===== src/dspt_pkg.sv =====
// Contract
// - Phase correct counts zero up to TOP, back
// - TOP from fixed, capture or compare A
// - Hold TOP one tick, then count down
// - Mode two clears up, sets down; three inverts
// - Overflow flag set at zero
// - Compare A/capture flag set at TOP when TOP comes from compare A or capture
// - Phase correct loads compare buffers at TOP
// - Fixed TOP masks high compare bits on write
// - Compare flag set when counter equals value
// - Pin driven only when direction selects output
// - Zero gives constant low, TOP constant high
// - Mode one toggles A when A is TOP
// - Codes 8 and 9 are frequency correct
// - Frequency correct loads buffers at zero
// - Frequency correct sets TOP flag at TOP
// - Period twice TOP times prescale division
// - Output mode zero leaves port control
package dspt_pkg;
  // Register map, word aligned
  localparam logic [7:0]  ADDR_CTRL   = 8'h00;
  localparam logic [7:0]  ADDR_CMP_A  = 8'h04;
  localparam logic [7:0]  ADDR_CMP_B  = 8'h08;
  localparam logic [7:0]  ADDR_CAPT   = 8'h0c;
  localparam logic [7:0]  ADDR_COUNT  = 8'h10;
  localparam logic [7:0]  ADDR_FLAGS  = 8'h14;
  // Control field positions
  localparam int          CTRL_WGM_LSB  = 0;
  localparam int          CTRL_COMA_LSB = 4;
  localparam int          CTRL_COMB_LSB = 6;
  localparam int          CTRL_DIRA_BIT = 8;
  localparam int          CTRL_DIRB_BIT = 9;
  localparam int          CTRL_PSC_LSB  = 12;
  // Flag positions
  localparam int          FLAG_OVF  = 0;
  localparam int          FLAG_CMPA = 1;
  localparam int          FLAG_CMPB = 2;
  localparam int          FLAG_CAPT = 3;
  // Fixed TOP values and reset values
  localparam logic [15:0] TOP_8BIT  = 16'h00ff;
  localparam logic [15:0] TOP_9BIT  = 16'h01ff;
  localparam logic [15:0] TOP_10BIT = 16'h03ff;
  localparam logic [15:0] CNT_RST   = 16'h0000;
  localparam logic [15:0] CTRL_RST  = 16'h0000;
  // Prescaler terminal counts, one less than clocks per tick
  localparam logic [9:0]  PSC_DIV8    = 10'h007;
  localparam logic [9:0]  PSC_DIV64   = 10'h03f;
  localparam logic [9:0]  PSC_DIV256  = 10'h0ff;
  localparam logic [9:0]  PSC_DIV1024 = 10'h3ff;
  // AXI response codes
  localparam logic [1:0]  RESP_OKAY   = 2'h0;
  localparam logic [1:0]  RESP_SLVERR = 2'h2;

  // Where TOP comes from
  typedef enum logic [2:0] {
    DSPT_TOP_NONE = 3'b001,
    DSPT_TOP_FIX  = 3'b010,
    DSPT_TOP_REG  = 3'b100
  } dspt_topsrc_t;

  // Fixed TOP for codes 1..3, all ones otherwise
  function automatic logic [15:0] dspt_fixed_top(input logic [3:0] wgm);
    case (wgm)
      4'h1:    dspt_fixed_top = TOP_8BIT;
      4'h2:    dspt_fixed_top = TOP_9BIT;
      4'h3:    dspt_fixed_top = TOP_10BIT;
      default: dspt_fixed_top = 16'hffff;
    endcase
  endfunction
endpackage


===== src/dspt_cfg_if.sv =====
`timescale 1ns/10ps
`default_nettype none
// Configuration and status shared between the bus slave and the core
interface dspt_cfg_if;
  logic [15:0] ctrl;        // Control word
  logic [15:0] cmp_a_buf;   // Buffered compare A
  logic [15:0] cmp_b_buf;   // Buffered compare B
  logic [15:0] capt_top;    // Capture TOP, unbuffered
  logic        cnt_wr;      // Counter write strobe
  logic [15:0] cnt_wdata;   // Counter write value
  logic [15:0] count;       // Live counter
  logic [3:0]  flag_set;    // One-cycle flag events
  modport slave (output ctrl, cmp_a_buf, cmp_b_buf, capt_top, cnt_wr, cnt_wdata,
                 input count, flag_set);
  modport core  (input ctrl, cmp_a_buf, cmp_b_buf, capt_top, cnt_wr, cnt_wdata,
                 output count, flag_set);
endinterface
`default_nettype wire


===== src/dspt_axil_regs.sv =====
`timescale 1ns/10ps
`default_nettype none
module dspt_axil_regs
  import dspt_pkg::*;
(
  input  wire logic        i_clk,
  input  wire logic        i_rst,
  input  wire logic [7:0]  i_awaddr,
  input  wire logic        i_awvalid,
  output logic             o_awready,
  input  wire logic [31:0] i_wdata,
  input  wire logic [3:0]  i_wstrb,
  input  wire logic        i_wvalid,
  output logic             o_wready,
  output logic [1:0]       o_bresp,
  output logic             o_bvalid,
  input  wire logic        i_bready,
  input  wire logic [7:0]  i_araddr,
  input  wire logic        i_arvalid,
  output logic             o_arready,
  output logic [31:0]      o_rdata,
  output logic [1:0]       o_rresp,
  output logic             o_rvalid,
  input  wire logic        i_rready,
  dspt_cfg_if.slave        cfg
);
  // All slave state in one struct
  typedef struct packed {
    logic        aw_got;
    logic [7:0]  awaddr;
    logic        w_got;
    logic [31:0] wdata;
    logic [3:0]  wstrb;
    logic        bvalid;
    logic [1:0]  bresp;
    logic        rvalid;
    logic [31:0] rdata;
    logic [1:0]  rresp;
    logic [15:0] ctrl;
    logic [15:0] cmp_a;
    logic [15:0] cmp_b;
    logic [15:0] capt;
    logic [3:0]  flags;
    logic        cnt_wr;
    logic [15:0] cnt_wdata;
  } dspt_regs_t;

  dspt_regs_t st;       // Registered state
  dspt_regs_t next_st;  // Next state

  logic        do_wr;   // Both halves of a write are in
  logic [15:0] wmask;   // Byte lanes as bit mask
  logic [15:0] fmask;   // Fixed-resolution mask
  logic [15:0] wv16;    // Merged write value helper

  // Handshakes: accept each half once, hold until response drains
  assign o_awready = !st.aw_got && !st.bvalid;
  assign o_wready  = !st.w_got && !st.bvalid;
  assign o_arready = !st.rvalid;
  assign o_bvalid  = st.bvalid;
  assign o_bresp   = st.bresp;
  assign o_rvalid  = st.rvalid;
  assign o_rdata   = st.rdata;
  assign o_rresp   = st.rresp;

  assign cfg.ctrl      = st.ctrl;
  assign cfg.cmp_a_buf = st.cmp_a;
  assign cfg.cmp_b_buf = st.cmp_b;
  assign cfg.capt_top  = st.capt;
  assign cfg.cnt_wr    = st.cnt_wr;
  assign cfg.cnt_wdata = st.cnt_wdata;

  // Next state of the slave
  always_comb begin
    next_st        = st;
    next_st.cnt_wr = 1'b0;
    do_wr          = 1'b0;
    wmask          = 16'h0000;
    fmask          = 16'hffff;
    wv16           = 16'h0000;
    // Hardware flag events; set wins over a same-cycle clear below
    if (i_awvalid && o_awready) begin
      next_st.aw_got = 1'b1;
      next_st.awaddr = i_awaddr;
    end
    if (i_wvalid && o_wready) begin
      next_st.w_got = 1'b1;
      next_st.wdata = i_wdata;
      next_st.wstrb = i_wstrb;
    end
    if (st.aw_got && st.w_got) begin
      do_wr          = 1'b1;
      next_st.aw_got = 1'b0;
      next_st.w_got  = 1'b0;
      next_st.bvalid = 1'b1;
      next_st.bresp  = RESP_OKAY;
      wmask          = {{8{st.wstrb[1]}}, {8{st.wstrb[0]}}};
      wv16           = st.wdata[15:0] & wmask;
      if (st.ctrl[CTRL_WGM_LSB +: 4] inside {4'h1, 4'h2, 4'h3}) begin
        fmask = dspt_fixed_top(st.ctrl[CTRL_WGM_LSB +: 4]);
      end
      case (st.awaddr)
        ADDR_CTRL:  next_st.ctrl = (st.ctrl & ~wmask) | wv16;
        ADDR_CMP_A: next_st.cmp_a = ((st.cmp_a & ~wmask) | wv16) & fmask;
        ADDR_CMP_B: next_st.cmp_b = ((st.cmp_b & ~wmask) | wv16) & fmask;
        ADDR_CAPT:  next_st.capt = (st.capt & ~wmask) | wv16;
        ADDR_COUNT: begin
          next_st.cnt_wr    = 1'b1;
          next_st.cnt_wdata = wv16;
        end
        // Write one to clear
        ADDR_FLAGS: next_st.flags = st.flags & ~(st.wdata[3:0] & {4{st.wstrb[0]}});
        default:    next_st.bresp = RESP_SLVERR;
      endcase
    end
    next_st.flags = next_st.flags | cfg.flag_set;
    if (st.bvalid && i_bready) begin
      next_st.bvalid = 1'b0;
    end
    // Read mux, data registered
    if (i_arvalid && o_arready) begin
      next_st.rvalid = 1'b1;
      next_st.rresp  = RESP_OKAY;
      case (i_araddr)
        ADDR_CTRL:  next_st.rdata = {16'h0000, st.ctrl};
        ADDR_CMP_A: next_st.rdata = {16'h0000, st.cmp_a};
        ADDR_CMP_B: next_st.rdata = {16'h0000, st.cmp_b};
        ADDR_CAPT:  next_st.rdata = {16'h0000, st.capt};
        ADDR_COUNT: next_st.rdata = {16'h0000, cfg.count};
        ADDR_FLAGS: next_st.rdata = {28'h0000000, st.flags};
        default: begin
          next_st.rdata = 32'h00000000;
          next_st.rresp = RESP_SLVERR;
        end
      endcase
    end else if (st.rvalid && i_rready) begin
      next_st.rvalid = 1'b0;
    end
  end

  // State register
  always_ff @(posedge i_clk or posedge i_rst) begin
    if (i_rst) begin
      st      <= '0;
      st.ctrl <= CTRL_RST;
    end else begin
      st <= next_st;
    end
  end
endmodule
`default_nettype wire


===== src/dspt_prescaler.sv =====
`timescale 1ns/10ps
`default_nettype none
// Tick generator: 1, 8, 64, 256 or 1024 clocks per tick, 0 stops
module dspt_prescaler
  import dspt_pkg::*;
(
  input  wire logic       i_clk,
  input  wire logic       i_rst,
  input  wire logic [2:0] i_sel,
  output logic            o_tick
);
  typedef struct packed {
    logic [9:0] cnt;
  } dspt_psc_t;

  dspt_psc_t st;       // Divider count
  dspt_psc_t next_st;  // Next count
  logic [9:0] limit;   // Terminal count

  always_comb begin
    next_st = st;
    limit   = 10'h000;
    case (i_sel)
      3'h2:    limit = PSC_DIV8;
      3'h3:    limit = PSC_DIV64;
      3'h4:    limit = PSC_DIV256;
      3'h5:    limit = PSC_DIV1024;
      default: limit = 10'h000;
    endcase
    o_tick = (i_sel != 3'h0) && (i_sel <= 3'h5) && (st.cnt >= limit);
    if (o_tick || i_sel == 3'h0) begin
      next_st.cnt = 10'h000;
    end else begin
      next_st.cnt = st.cnt + 10'h001;
    end
  end

  // Count register
  always_ff @(posedge i_clk or posedge i_rst) begin
    if (i_rst) begin
      st <= '0;
    end else begin
      st <= next_st;
    end
  end
endmodule
`default_nettype wire


===== src/dspt_pwm_timer.sv =====
`timescale 1ns/10ps
`default_nettype none
module dspt_pwm_timer
  import dspt_pkg::*;
(
  input  wire logic        i_clk,
  input  wire logic        i_rst,
  input  wire logic [7:0]  i_awaddr,
  input  wire logic        i_awvalid,
  output logic             o_awready,
  input  wire logic [31:0] i_wdata,
  input  wire logic [3:0]  i_wstrb,
  input  wire logic        i_wvalid,
  output logic             o_wready,
  output logic [1:0]       o_bresp,
  output logic             o_bvalid,
  input  wire logic        i_bready,
  input  wire logic [7:0]  i_araddr,
  input  wire logic        i_arvalid,
  output logic             o_arready,
  output logic [31:0]      o_rdata,
  output logic [1:0]       o_rresp,
  output logic             o_rvalid,
  input  wire logic        i_rready,
  input  wire logic [1:0]  i_port_data,
  output logic [1:0]       o_compare_output,
  output logic [1:0]       o_compare_output_oe_n
);
  dspt_cfg_if cfg ();

  logic tick;  // Timer clock enable

  // Register slave
  dspt_axil_regs u_regs (
    .i_clk     (i_clk),
    .i_rst     (i_rst),
    .i_awaddr  (i_awaddr),
    .i_awvalid (i_awvalid),
    .o_awready (o_awready),
    .i_wdata   (i_wdata),
    .i_wstrb   (i_wstrb),
    .i_wvalid  (i_wvalid),
    .o_wready  (o_wready),
    .o_bresp   (o_bresp),
    .o_bvalid  (o_bvalid),
    .i_bready  (i_bready),
    .i_araddr  (i_araddr),
    .i_arvalid (i_arvalid),
    .o_arready (o_arready),
    .o_rdata   (o_rdata),
    .o_rresp   (o_rresp),
    .o_rvalid  (o_rvalid),
    .i_rready  (i_rready),
    .cfg       (cfg.slave)
  );

  // Tick source
  dspt_prescaler u_psc (
    .i_clk  (i_clk),
    .i_rst  (i_rst),
    .i_sel  (cfg.ctrl[CTRL_PSC_LSB +: 3]),
    .o_tick (tick)
  );

  ////////////////////////////////////////////////////////////////////////
  // Core state
  typedef struct packed {
    logic [15:0] count;    // Counter value
    logic        down;     // Counting downward
    logic [15:0] cmp_a;    // Active compare A
    logic [15:0] cmp_b;    // Active compare B
    logic [1:0]  ocr;      // Compare output registers
    logic [1:0]  pin;      // Registered pin levels
    logic [1:0]  pin_oe_n; // Registered enables
  } dspt_core_t;

  dspt_core_t st;       // Registered core
  dspt_core_t next_st;  // Next core

  logic [3:0]   wgm;       // Waveform mode select
  logic [1:0]   com [2];   // Output modes per channel
  logic [1:0]   dir;       // Pin direction bits
  logic         pc_mode;   // Phase correct
  logic         pfc_mode;  // Frequency correct
  logic         dual;      // Any dual-slope mode
  dspt_topsrc_t topsrc;    // TOP source class
  logic [15:0]  top;       // Current TOP
  logic         at_top;    // Counter at TOP
  logic         at_bot;    // Counter at BOTTOM
  logic [1:0]   match;     // Compare equality
  logic [15:0]  cmp [2];   // Active compares
  logic [3:0]   evt;       // Flag events this cycle

  assign wgm      = cfg.ctrl[CTRL_WGM_LSB +: 4];
  assign com[0]   = cfg.ctrl[CTRL_COMA_LSB +: 2];
  assign com[1]   = cfg.ctrl[CTRL_COMB_LSB +: 2];
  assign dir      = {cfg.ctrl[CTRL_DIRB_BIT], cfg.ctrl[CTRL_DIRA_BIT]};
  assign cmp[0]   = st.cmp_a;
  assign cmp[1]   = st.cmp_b;
  assign cfg.count    = st.count;
  assign cfg.flag_set = evt;
  assign o_compare_output      = st.pin;
  assign o_compare_output_oe_n = st.pin_oe_n;

  ////////////////////////////////////////////////////////////////////////
  // Mode decode
  always_comb begin
    pc_mode  = wgm inside {4'h1, 4'h2, 4'h3, 4'ha, 4'hb};
    pfc_mode = wgm inside {4'h8, 4'h9};
    dual     = pc_mode || pfc_mode;
    topsrc   = DSPT_TOP_NONE;
    top      = 16'hffff;
    unique case (1'b1)
      wgm inside {4'h1, 4'h2, 4'h3}: begin
        topsrc = DSPT_TOP_FIX;
        top    = dspt_fixed_top(wgm);
      end
      wgm inside {4'h8, 4'ha}: begin
        topsrc = DSPT_TOP_REG;
        top    = cfg.capt_top;
      end
      wgm inside {4'h9, 4'hb}: begin
        topsrc = DSPT_TOP_REG;
        top    = st.cmp_a;
      end
      default: begin
        topsrc = DSPT_TOP_NONE;
        top    = 16'hffff;
      end
    endcase
    at_top = dual && (st.count == top);
    at_bot = dual && (st.count == CNT_RST);
    // a compare above TOP never matches
    match  = {st.count == cmp[1], st.count == cmp[0]};
  end

  ////////////////////////////////////////////////////////////////////////
  // Counter, buffers, flags and outputs
  always_comb begin
    next_st = st;
    evt     = 4'h0;
    if (tick && dual) begin
      // TOP held one tick, then down
      if (at_top) begin
        next_st.down  = 1'b1;
        next_st.count = st.count - 16'h0001;
      end else if (at_bot && st.down) begin
        next_st.down  = 1'b0;
        next_st.count = st.count + 16'h0001;
      end else if (st.down) begin
        next_st.count = st.count - 16'h0001;
      end else begin
        next_st.count = st.count + 16'h0001;
      end
      if (at_bot) begin
        evt[FLAG_OVF] = 1'b1;
      end
      if ((pc_mode && at_top) || (pfc_mode && at_bot)) begin
        next_st.cmp_a = cfg.cmp_a_buf;
        next_st.cmp_b = cfg.cmp_b_buf;
      end
      if (at_top && topsrc == DSPT_TOP_REG) begin
        if (wgm inside {4'h9, 4'hb}) begin
          evt[FLAG_CMPA] = 1'b1;
        end else begin
          evt[FLAG_CAPT] = 1'b1;
        end
      end
      evt[FLAG_CMPA] = evt[FLAG_CMPA] | match[0];
      evt[FLAG_CMPB] = match[1];
      for (int ch = 0; ch < 2; ch++) begin
        if (match[ch]) begin
          // clear up / set down, inverted for three
          // zero and TOP give steady levels
          unique case (com[ch])
            // BOTTOM counts as up-slope, so a zero compare stays low
            2'h2:    next_st.ocr[ch] = (st.down && !at_bot) || at_top;
            2'h3:    next_st.ocr[ch] = !((st.down && !at_bot) || at_top);
            // toggle A when A is TOP
            2'h1:    next_st.ocr[ch] = (ch == 0 && wgm inside {4'h9, 4'hb}) ? !st.ocr[ch] : st.ocr[ch];
            default: next_st.ocr[ch] = st.ocr[ch];
          endcase
        end
      end
    end else if (!dual) begin
      // Unsupported modes park the counter
      next_st.count = CNT_RST;
      next_st.down  = 1'b0;
      next_st.cmp_a = cfg.cmp_a_buf;
      next_st.cmp_b = cfg.cmp_b_buf;
    end
    // Software write to the counter wins over counting
    if (cfg.cnt_wr) begin
      next_st.count = cfg.cnt_wdata;
    end
    // Pin muxing, registered so pins never glitch
    for (int ch = 0; ch < 2; ch++) begin
      // mode zero or unsupported toggle keeps port control
      if (com[ch] == 2'h0 || (com[ch] == 2'h1 && !(ch == 0 && wgm inside {4'h9, 4'hb}))) begin
        next_st.pin[ch] = i_port_data[ch];
      end else begin
        next_st.pin[ch] = st.ocr[ch];
      end
      next_st.pin_oe_n[ch] = !dir[ch];
    end
  end

  // Core register
  always_ff @(posedge i_clk or posedge i_rst) begin
    if (i_rst) begin
      st          <= '0;
      st.pin_oe_n <= 2'h3;
    end else begin
      st <= next_st;
    end
  end
endmodule
`default_nettype wire


===== config.mk =====
export PLATFORM = sky130hd
export DESIGN_NAME = dspt_pwm_timer
export DESIGN_NICKNAME = d
export VERILOG_FILES = /design/src/dspt_pkg.sv /design/src/dspt_cfg_if.sv /design/src/dspt_axil_regs.sv /design/src/dspt_prescaler.sv /design/src/dspt_pwm_timer.sv
export SDC_FILE = /design/constraint.sdc
export NUM_CORES = 1
export LEC_CHECK = 0
export ABC_AREA = 1
export BUFFER_PORTS_ARGS = -buffer_cell sky130_fd_sc_hd__buf_4
export CORE_ASPECT_RATIO = 1.1
export CORE_MARGIN = 2
export CORE_UTILIZATION = 40
export CTS_CLUSTER_SIZE = 12
export DETAILED_ROUTE_END_ITERATION = 6
export PLACE_DENSITY = 0.55
export SLEW_MARGIN = 10
export SYNTH_ARGS = -nofsm -noshare
export SYNTH_HDL_FRONTEND = slang
export SYNTH_HIERARCHICAL = 1
export SYNTH_SLANG_ARGS = --single-unit

===== constraint.sdc =====
create_clock -name i_clk -period 5.7 [get_ports i_clk]
set_input_delay 0.285 -clock i_clk [delete_from_list [all_inputs] [get_ports i_clk]]
set_output_delay 0.285 -clock i_clk [all_outputs]
set_load 0.02 [all_outputs]

# Word level (Yosys, flattened, before mapping)
# Index checks and enable logic that the tools add are counted.
# word_totals
inputBits	61
wordCells	190
out_inout_bits	45
reg_bits	234
# op_classes
add_sub_neg	3
bitwise	17
muxes	41
n_reduce_logical	65
n_eq_ne	36
n_lt_le_gt_ge	2
# op_table
operator	n
$and A16 B16 Y16	7
$mux W49	2
$pmux W16 S3	2
$pmux W16 S6	1
$mux W16	5
$or A16 B16 Y16	4
$eq A16 B16 Y1	3
$pmux W10 S4	1
$mux W37	1
$mux W17	2
$eq A8 B4 Y1 const B	4
$eq A8 B5 Y1 const B	4
$mux W32	1
$mux W21	1
$logic_and A1 B1 Y1	19
$add A16 B1 Y16 const B	1
$eq A4 B4 Y1 const B	4
$eq A8 B3 Y1 const B	2
$logic_not A16 Y1	1
$logic_not A8 Y1	2
$not A16 Y16	1
$reduce_bool A2 Y1	8
$sub A16 B1 Y16 const B	1
$mux W1	15
35 further kinds	72

# Depth between registers and ports, before layout
# Gate-level depths: netlist of run 1.
# logic_depth
word_depth	11
depth_mapped	22
depth_no_buf	20

# Hierarchy
# The synthesis of run 1 kept the hierarchy.
# modules_own_cells
mod	instances	area_per_inst_um2	seq_area_each_um2	cells_per_inst
dspt_axil_regs	1	7074.3	3328.2	846
dspt_pwm_timer	1	4813.4	1378.8	779
dspt_prescaler	1	800.8	250.2	96

# Worst setup path after synthesis of run 1
# Ideal clock, no wire load.
# synth_path
path_kind	register -> register
startpoint	register (tool-made name)
endpoint	register st (netlist bit cfg.count[2])
arrival_time_ps	2548
synth_period_minus_slack_ps	2665
path_slack_ps	3035
path_buffers	2
stages_incl_launch_ff	23
required_ps	5583
setup_time_ps	117
path_cell_list	dfrtp_1 buf_4 inv_1 ha_1 a31oi_1 ha_1 nand2_1 inv_1 nand2_1 nand2_1 nand2_1 nand3_1 nand2_2 inv_1 inv_1 nand2_1 nor2_1 inv_1 clkbuf_1 o21ai_0 inv_1 nand2_1 nand2_1
# synth_rtl
item	line	text
end signal: assignment	dspt_pwm_timer.sv:214	st <= next_st;
end: declaration	dspt_pwm_timer.sv:77	dspt_core_t st;

==> impl_metrics.yaml, run 1 <==
run_status:
  status: "finished clean"
synthesis:
  syn_inst: 1718
  syn_avg_cell_area_um2: 7.37
  syn_area_um2: 12700
  yosys_warnings: 6
floorplan:
  chipHeight_um: 191
  die-area_um2: 33100
  die_w_um: 174
  placementRows: 68
  io_pins: 106
  start_util: 0.405
  core_area_um2: 31300
cts:
  numCtsBuffers: 17
  cts_tree: "yes"
  cts_root_buffer: "clkbuf_16"
  cts_setup_buffers: 0
  post_cts_resize_count: 0
  clock-sinks: 198
  cts_hold_buf: 1
  clk_latency_ns: 0.44
  clk_path_buf_depth: 2
  cts.htree.levels: 4
  clk_pin_slew_ns: 0.08
sta:
  finalHoldViolations: 0
  setup_ws_ns: 1.60
  maxSlewHeadroom: 0.366
  skew_ns: 0.0114
  finalCritPeriodShare: 0.720
  grt_setup_unrepaired: "false"
  finalSetupViolations: 0
  max_freq_mhz: 244
  drv_slew: 0
  tns_ns: 0
  worstMarginPinSlew_ns: 0.950
  fin_crit_ns: 4.10
finish:
  final_area_um2: 13200
  fin_nets: 1720
  diodes: 0
  final_util: 0.422
  area_delta_synth_final_pct: 4.31
  fillCellCount: 3333
  drive_gt1_frac: 0.114
worst_hold_path:
  min_path_type: "in -> reg"
critical_path:
  cp-start-kind: "register"
  worst_path_max_delay_cell: "nand2_2"
  required_ns: 5.99
  slowest_delay_ns: 0.77
  crit_fanout: 41
  crit_path_end_kind: "register"
  worst-setup-path-type: "reg -> reg"
  cp_top_family: "simple AND/OR/NAND/NOR gates"
  r2r_slack_ns: 1.60
  cp_data_arrival_time_ns: 4.39
  critPathBufInv: 5
  crit_path_cell_trace: "inv_1 -> ha_1 -> a31oi_1 -> ha_1 -> nand2_1 -> inv_1 -> nand2_1 -> nand2_1 -> nand2_1 -> nand3_1 -> nand2_2 -> inv_1 -> inv_1 -> nor3_1 -> nand3_1 -> nand2_1 -> inv_1 -> nand2_2 -> o21ai_0"
route:
  routed_wl_mm: 37.0
  dr.pass1.iters: 6
  drc: 0
  ant_nets: 0
  vias: 10800
  via_per_inst: 5.18
  wl_per_cell_um: 17.8
  drt_iter0_markers: 716
pwr:
  powerDensity_nw_per_um2: 291
  ir_drop_mv: 0.284
  pwr-share-seq: 0.456
  power_frac_clock: 0.321
  p_comb_frac: 0.223
  p_switching_uw: 1350
  leakage_uw: 0.00665
  power_uw: 3850
  power.internal_uw: 2500
  switching_share: 0.351
grt:
  grt_overflow: 0
  gr-usage-met1: 0.314
  grt_pass1_wl_mm: 58.5
  grtUsageMet2: 0.377
  grtUsageMet3: 0.0243
  first_global_vias: 10200
  gr-usage-all-layers: 0.229
  top_usage_layer: "met2"
  antenna_found_initial: 1
  grt_max_degree: 83
placement:
  post_dp_cell_area_um2: 12600
  post-place-ws_ns: 1.63
  hpwl_mm: 27.1
  port_buffers: 69
  place_congestion: 0.920
job:
  cap_violations: 0
## worst register-to-register path, stage by stage, from the launching register on
cell,delay [ns]
dfrtp_1,0.41
inv_1,0.10
ha_1,0.21
a31oi_1,0.27
ha_1,0.20
nand2_1,0.07
inv_1,0.05
nand2_1,0.04
nand2_1,0.05
nand2_1,0.04
nand3_1,0.09
nand2_2,0.08
inv_1,0.11
inv_1,0.06
nor3_1,0.54
nand3_1,0.14
nand2_1,0.10
inv_1,0.39
nand2_2,0.78
o21ai_0,0.21
## routing by layer
layer	part of all wire	up-vias
li1	-	5262
met1	0.46	5121
met2	0.47	313
met3	0.048	54
met4	0.027	0
met5	0	-
## area by class of cell
class	count	area, um2	share of cell area
repair buffers	82	618	0.0468
well taps	420	526	0.0398
inverters	146	554	0.0420
clock buffers	18	439	0.0332
clock inverters	12	143	0.0108
multi-input cells	1199	5970	0.452
flip-flops and latches	198	4960	0.375
## layout by cell type, fill, tap and decap left out, types with 17 or more instances in the layout
master,count
nor2_2,19
nand4_1,40
nand2_1,476
a21oi_1,40
xnor2_1,19
inv_1,133
conb_1,18
o21ai_0,96
buf_4,81
o21ai_1,20
nor2_1,108
clkbuf_16,17
xor2_1,37
nand3_1,206
dfrtp_1,196
## worst paths after layout
path | from | end | cells after the start
max in group asynchronous | i_rst | u_regs/o_rvalid | 4
min | i_rready | u_regs/o_rvalid | 2
min in group asynchronous | i_rst | u_psc/st[1] | 3
max | register | cmp[22] | 19
min reg2reg | register | o_compare_output_oe_n[1] | 1
max reg2reg | register | cmp[22] | 19
## power by group through the flow
| stage | Sequential [uW] | Combinational (uW) | Clock (uW) |
|---|---|---|---|
| global route | 1780 | 977 | 1330 |
| finish | 1760 | 859 | 1240 |
| global placement | 1780 | 847 | 0 |
| floorplan | 1700 | 696 | 0 |
| detailed placement | 1780 | 862 | 0 |
| CTS | 1760 | 866 | 1270 |
## per-stage QoR
| step | std cells | hold WS [ns] |
|---|---|---|
| floorplan | 1735 | 0.125 |
| global placement | 2044 | 0.326 |
| detailed placement | 2044 | 0.333 |
| CTS | 2075 | 0.0119 |
| global route | 2075 | 0.0490 |
| finish | 2075 | 0.0303 |
(Power assumes the default switching activity.)
==> run 2: changes to the inputs <==
Clock period 5.7 ns to 3.95 ns, I/O delays scaled along.
==> run 2 against run 1 <==
  * Utilization rose by 1.2 points
  * Critical path depth rose by 3
  * Via count rose by 2.7%
  * Final cell count increased by 2.0%
  * Maximum frequency increased by 32%
  * Die area unchanged
  * Routed wire length grew 0.78%
  * Critical path type unchanged
==> impl_metrics.yaml, run 2 (synthesized netlist as in run 1, its figures left out) <==
critical_path:
  slowest_delay_ns: 0.43
  cp_data_arrival_time_ns: 3.50
  required_ns: 4.33
  cpMostUsedCell: "nand2_1"
  crit_fanout: 34
  cp-start-kind: "register"
  worst-setup-path-type: "reg -> reg"
  crit_path_cell_trace: "inv_1 -> ha_1 -> a31oi_1 -> ha_1 -> nand2_1 -> inv_1 -> nand2_1 -> nand2_1 -> nand2_1 -> nand3_1 -> nand2_2 -> inv_1 -> inv_1 -> nor3_1 -> buf_4 -> nand3_1 -> nand2_1 -> inv_1 -> nand2_2 -> buf_12 -> nand2_1 -> o21ai_1"
  crit_path_end_kind: "register"
  worst_path_max_delay_cell: "dfrtp_1"
floorplan:
  core_area_um2: 31300
  io_pins: 106
  start_util: 0.405
  placementRows: 68
  die_w_um: 174
  chipHeight_um: 191
  die-area_um2: 33100
sta:
  finalCritPeriodShare: 0.790
  hold_ws_ns: 0.0256
  worstMarginPinSlew_ns: 1.17
  drv_slew: 0
  finalHoldViolations: 0
  skew_ns: 0.0134
  fin_crit_ns: 3.12
  max_freq_mhz: 321
  maxSlewHeadroom: 0.217
  grt_setup_unrepaired: "false"
  finalSetupViolations: 0
  tns_ns: 0
finish:
  fillCellCount: 3326
  diodes: 0
  fin_nets: 1759
  final_cell_mix: "nand2_1, nand3_1, dfrtp_1"
  final_util: 0.434
  area_delta_synth_final_pct: 7.39
  final_common_cell: "nand2_1"
  drive_gt1_frac: 0.117
placement:
  place_congestion: 0.958
  port_buffers: 69
  hpwl_mm: 27.8
cts:
  cts_tree: "yes"
  clock-sinks: 198
  cts.htree.levels: 4
  cts_setup_buffers: 0
  post_cts_resize_count: 0
  numCtsBuffers: 17
  clk_pin_slew_ns: 0.07
  clk_latency_ns: 0.45
  clk_path_buf_depth: 2
  cts_root_buffer: "clkbuf_16"
  cts_hold_buf: 29
pwr:
  powerDensity_nw_per_um2: 412
  ir_drop_mv: 0.359
  leakage_uw: 0.00683
grt:
  gr-usage-met1: 0.311
  grt_max_degree: 90
  gr-usage-all-layers: 0.232
  grt_overflow: 0
  first_global_vias: 10500
  top_usage_layer: "met2"
  grtUsageMet3: 0.0303
  grtUsageMet2: 0.383
  antenna_found_initial: 2
  grt_pass1_wl_mm: 59.2
route:
  drc: 0
  dr.pass1.iters: 6
  wl_per_cell_um: 17.6
  via_per_inst: 5.22
  drt_iter0_markers: 663
  routed_wl_mm: 37.3
  vias: 11000
  ant_nets: 0
run_status:
  status: "finished clean"
job:
  cap_violations: 0
worst_hold_path:
  min_path_type: "in -> reg"
[run 2: final cells by class]
class	count	area, um2	share of cell area
well taps	420	526	0.0386
inverters	146	554	0.0408
flip-flops and latches	198	4960	0.364
clock buffers	21	460	0.0339
repair buffers	121	993	0.0730
multi-input cells	1199	5970	0.439
clock inverters	11	136	0.0100
[run 2: stage by stage]
| step | instances | cell area, um2 | total power, uW | setup WS [ns] |
|---|---|---|---|---|
| after floorplan | 1735 | 12700 | 3460 | 0.198 |
| after global placement | 2055 | 12700 | 3800 | 0.874 |
| after detailed placement | 2055 | 12700 | 3830 | 0.827 |
| after CTS | 2116 | 13600 | 5660 | 0.815 |
| after global routing | 2116 | 13600 | 5950 | 0.422 |
| final | 2116 | 13600 | 5610 | 0.831 |
[run 2: worst paths after layout]
check                             from                  endpoint  slack (ns)  depth (start not counted)
max reg2reg                   register                   cmp[26]        0.83                         22
max                           register                   cmp[26]        0.83                         22
min in group asynchronous        i_rst               u_psc/st[2]        0.34                          3
min reg2reg                   register  o_compare_output_oe_n[1]        0.44                          1
min                        i_wdata[10]            u_regs/st[137]        0.03                          3
max in group asynchronous        i_rst                 async pin        2.59                          4
[run 2: per-layer routing]
| metal | share of wire | routed length, um |
|---|---|---|
| met5 | 0 | 0 |
| met4 | 0.032 | 1180 |
| met3 | 0.055 | 2060 |
| met2 | 0.48 | 17700 |
| met1 | 0.44 | 16300 |
[run 2: worst max-delay path: cells and delay by family (launching register included)]
kind	cells	cell delay, ns
compound gates	2	0.36
fa+ha+maj	2	0.42
buf+inv	7	0.83
flops	1	0.43
simple gates	11	0.98
[run 2: report_power, final]
| group | switching (uW) | internal [uW] | total, uW |
|---|---|---|---|
| Clock | 819 | 982 | 1800 |
| Combinational | 872 | 401 | 1270 |
| Sequential | 262 | 2270 | 2540 |
| Total | 1950 | 3660 | 5610 |
==> run 3: changes to the inputs <==
Clock period 3.95 ns to 3.05 ns, I/O delays scaled along.
==> run 3 against run 2 <==
  * Clock power grew 26%
  * Utilization rose by 0.56 points
  * Sequential cell count did not move
  * Count of clock-buffer cells in the layout down 3
  * Sequential power rose by 29%
  * Die area unchanged
  * Critical path type unchanged
  * Maximum frequency up 10%
  * Via count grew 0.12%
  * Final cell count up 0.76%
  * Critical endpoint is now cmp[27]
  * Worst setup slack got worse by 0.61 ns
  * Global-route usage is essentially flat
  * Routed wire length is 1.2% higher
==> impl_metrics.yaml, run 3 (synthesized netlist as in run 1, its figures left out) <==
run_status:
  status: "finished clean"
cts:
  clk_path_buf_depth: 2
  cts.htree.levels: 4
  clk_latency_ns: 0.44
  clk_pin_slew_ns: 0.07
  cts_root_buffer: "clkbuf_16"
  numCtsBuffers: 17
  cts_tree: "yes"
  cts_setup_buffers: 0
  clock-sinks: 198
grt:
  gr-usage-all-layers: 0.232
  grtUsageMet3: 0.0303
  grt_pass1_wl_mm: 58.9
  grt_overflow: 0
  gr-usage-met1: 0.305
  first_global_vias: 10400
  top_usage_layer: "met2"
  grt_max_degree: 95
  grtUsageMet2: 0.396
  antenna_found_initial: 1
sta:
  grt_setup_unrepaired: "true"
  worstMarginPinSlew_ns: 0.940
  finalSetupViolations: 0
  hold_ws_ns: 0.194
  finalHoldViolations: 0
  skew_ns: 0.0120
  drv_slew: 0
  finalCritPeriodShare: 0.927
  max_freq_mhz: 354
  maxSlewHeadroom: 0.373
  fin_crit_ns: 2.83
floorplan:
  start_util: 0.405
  core_area_um2: 31300
  die_w_um: 174
  die-area_um2: 33100
  chipHeight_um: 191
  placementRows: 68
  io_pins: 106
placement:
  place_congestion: 0.932
  hpwl_mm: 28.7
  port_buffers: 69
critical_path:
  r2r_slack_ns: 0.22
  crit_fanout: 19
  reg2reg_to: "cmp[27]"
  cp-endpoint: "cmp[27]"
  crit_path_end_kind: "register"
  cp_data_arrival_time_ns: 3.20
  r2r_cells: 21
  worst-setup-path-type: "reg -> reg"
  required_ns: 3.42
  cp-start-kind: "register"
finish:
  drive_gt1_frac: 0.127
  area_delta_synth_final_pct: 8.78
  final_common_cell: "nand2_1"
  fin_nets: 1774
  final_util: 0.440
  final_cell_mix: "nand2_1, nand3_1, dfrtp_1"
route:
  drt_iter0_markers: 851
  drc: 0
  wl_per_cell_um: 17.7
  via_per_inst: 5.18
  dr.pass1.iters: 5
  routed_wl_mm: 37.7
  ant_nets: 0
  vias: 11100
job:
  cap_violations: 0
pwr:
  leakage_uw: 0.00691
  ir_drop_mv: 0.422
  powerDensity_nw_per_um2: 525
worst_hold_path:
  min_path_type: "in -> reg"
run 3: how the worst min path moves through the flow:
stage / from / endpoint / slack [ns] / cells after the start
2_1_floorplan: i_rst / u_psc/st[0] / -0.007 / 1
3_3_place_gp: i_rst / u_psc/st[0] / 0.19 / 2
3_5_place_dp: i_rst / u_psc/st[1] / 0.20 / 2
4_1_cts: i_araddr[6] / u_regs/o_rresp[1] / 0.19 / 5
5_1_grt: i_araddr[6] / u_regs/o_rresp[1] / 0.24 / 5
6_report: i_araddr[6] / u_regs/o_rresp[1] / 0.19 / 5
run 3: per-layer routing:
| metal | vias up | part of all wire |
|---|---|---|
| li1 | 5380 | - |
| met1 | 5344 | 0.45 |
| met2 | 271 | 0.48 |
| met3 | 55 | 0.041 |
| met4 | 2 | 0.027 |
| met5 | - | 0.00034 |
run 3: per-stage QoR:
stage	power, uW	area [um2]	std cells	TNS [ns]	setup slack, ns
after floorplan	4490	12700	1735	0	0.385
after global placement	4970	12900	2068	0	0.0461
after detailed placement	4990	12900	2068	0	0.0247
after CTS	7290	13700	2131	0	0.0110
after global routing	7640	13800	2131	-0.0138	-0.0138
final	7240	13800	2132	0	0.221
run 3: area by class of cell:
class	count	area, um2
sequential	198	4960
clock buffer	18	429
antenna	1	2.50
clock inverter	14	141
timing repair buffer	136	1160
inverter	146	553
multi-input combinational	1199	6000
tap	420	526
fill	3280	17500
run 3: repair_timing:
action | in CTS | in global routing
endpoints found under the setup margin | 1 | 51
resized for setup | 1 | 7
cloned | 0 | 0
hold buffers | 31 | 0
endpoints found under the hold margin | 112 | 0
run 3: where the power goes:
| part | internal, uW | leakage, uW | switching, uW | total (uW) |
|---|---|---|---|---|
| Sequential | 2940 | 0.00265 | 335 | 3280 |
| Clock | 1150 | 0.000277 | 1110 | 2260 |
| Combinational | 536 | 0.00398 | 1160 | 1700 |
run 3: worst max-delay path: stages, from the launching register on:
cell and delay (ns):
dfrtp_1 0.38, inv_1 0.12, ha_1 0.20, a31oi_2 0.06
ha_1 0.32, nand2_1 0.07, inv_1 0.06, nand2_1 0.05
nand2_1 0.05, nand2_1 0.04, nand3_1 0.09, nand2_2 0.07
inv_1 0.11, inv_1 0.07, nor3_2 0.34, nand3_1 0.11
nand2_1 0.08, inv_1 0.05, nand2_2 0.12, buf_12 0.16
nand2_1 0.10, o21ai_1 0.08
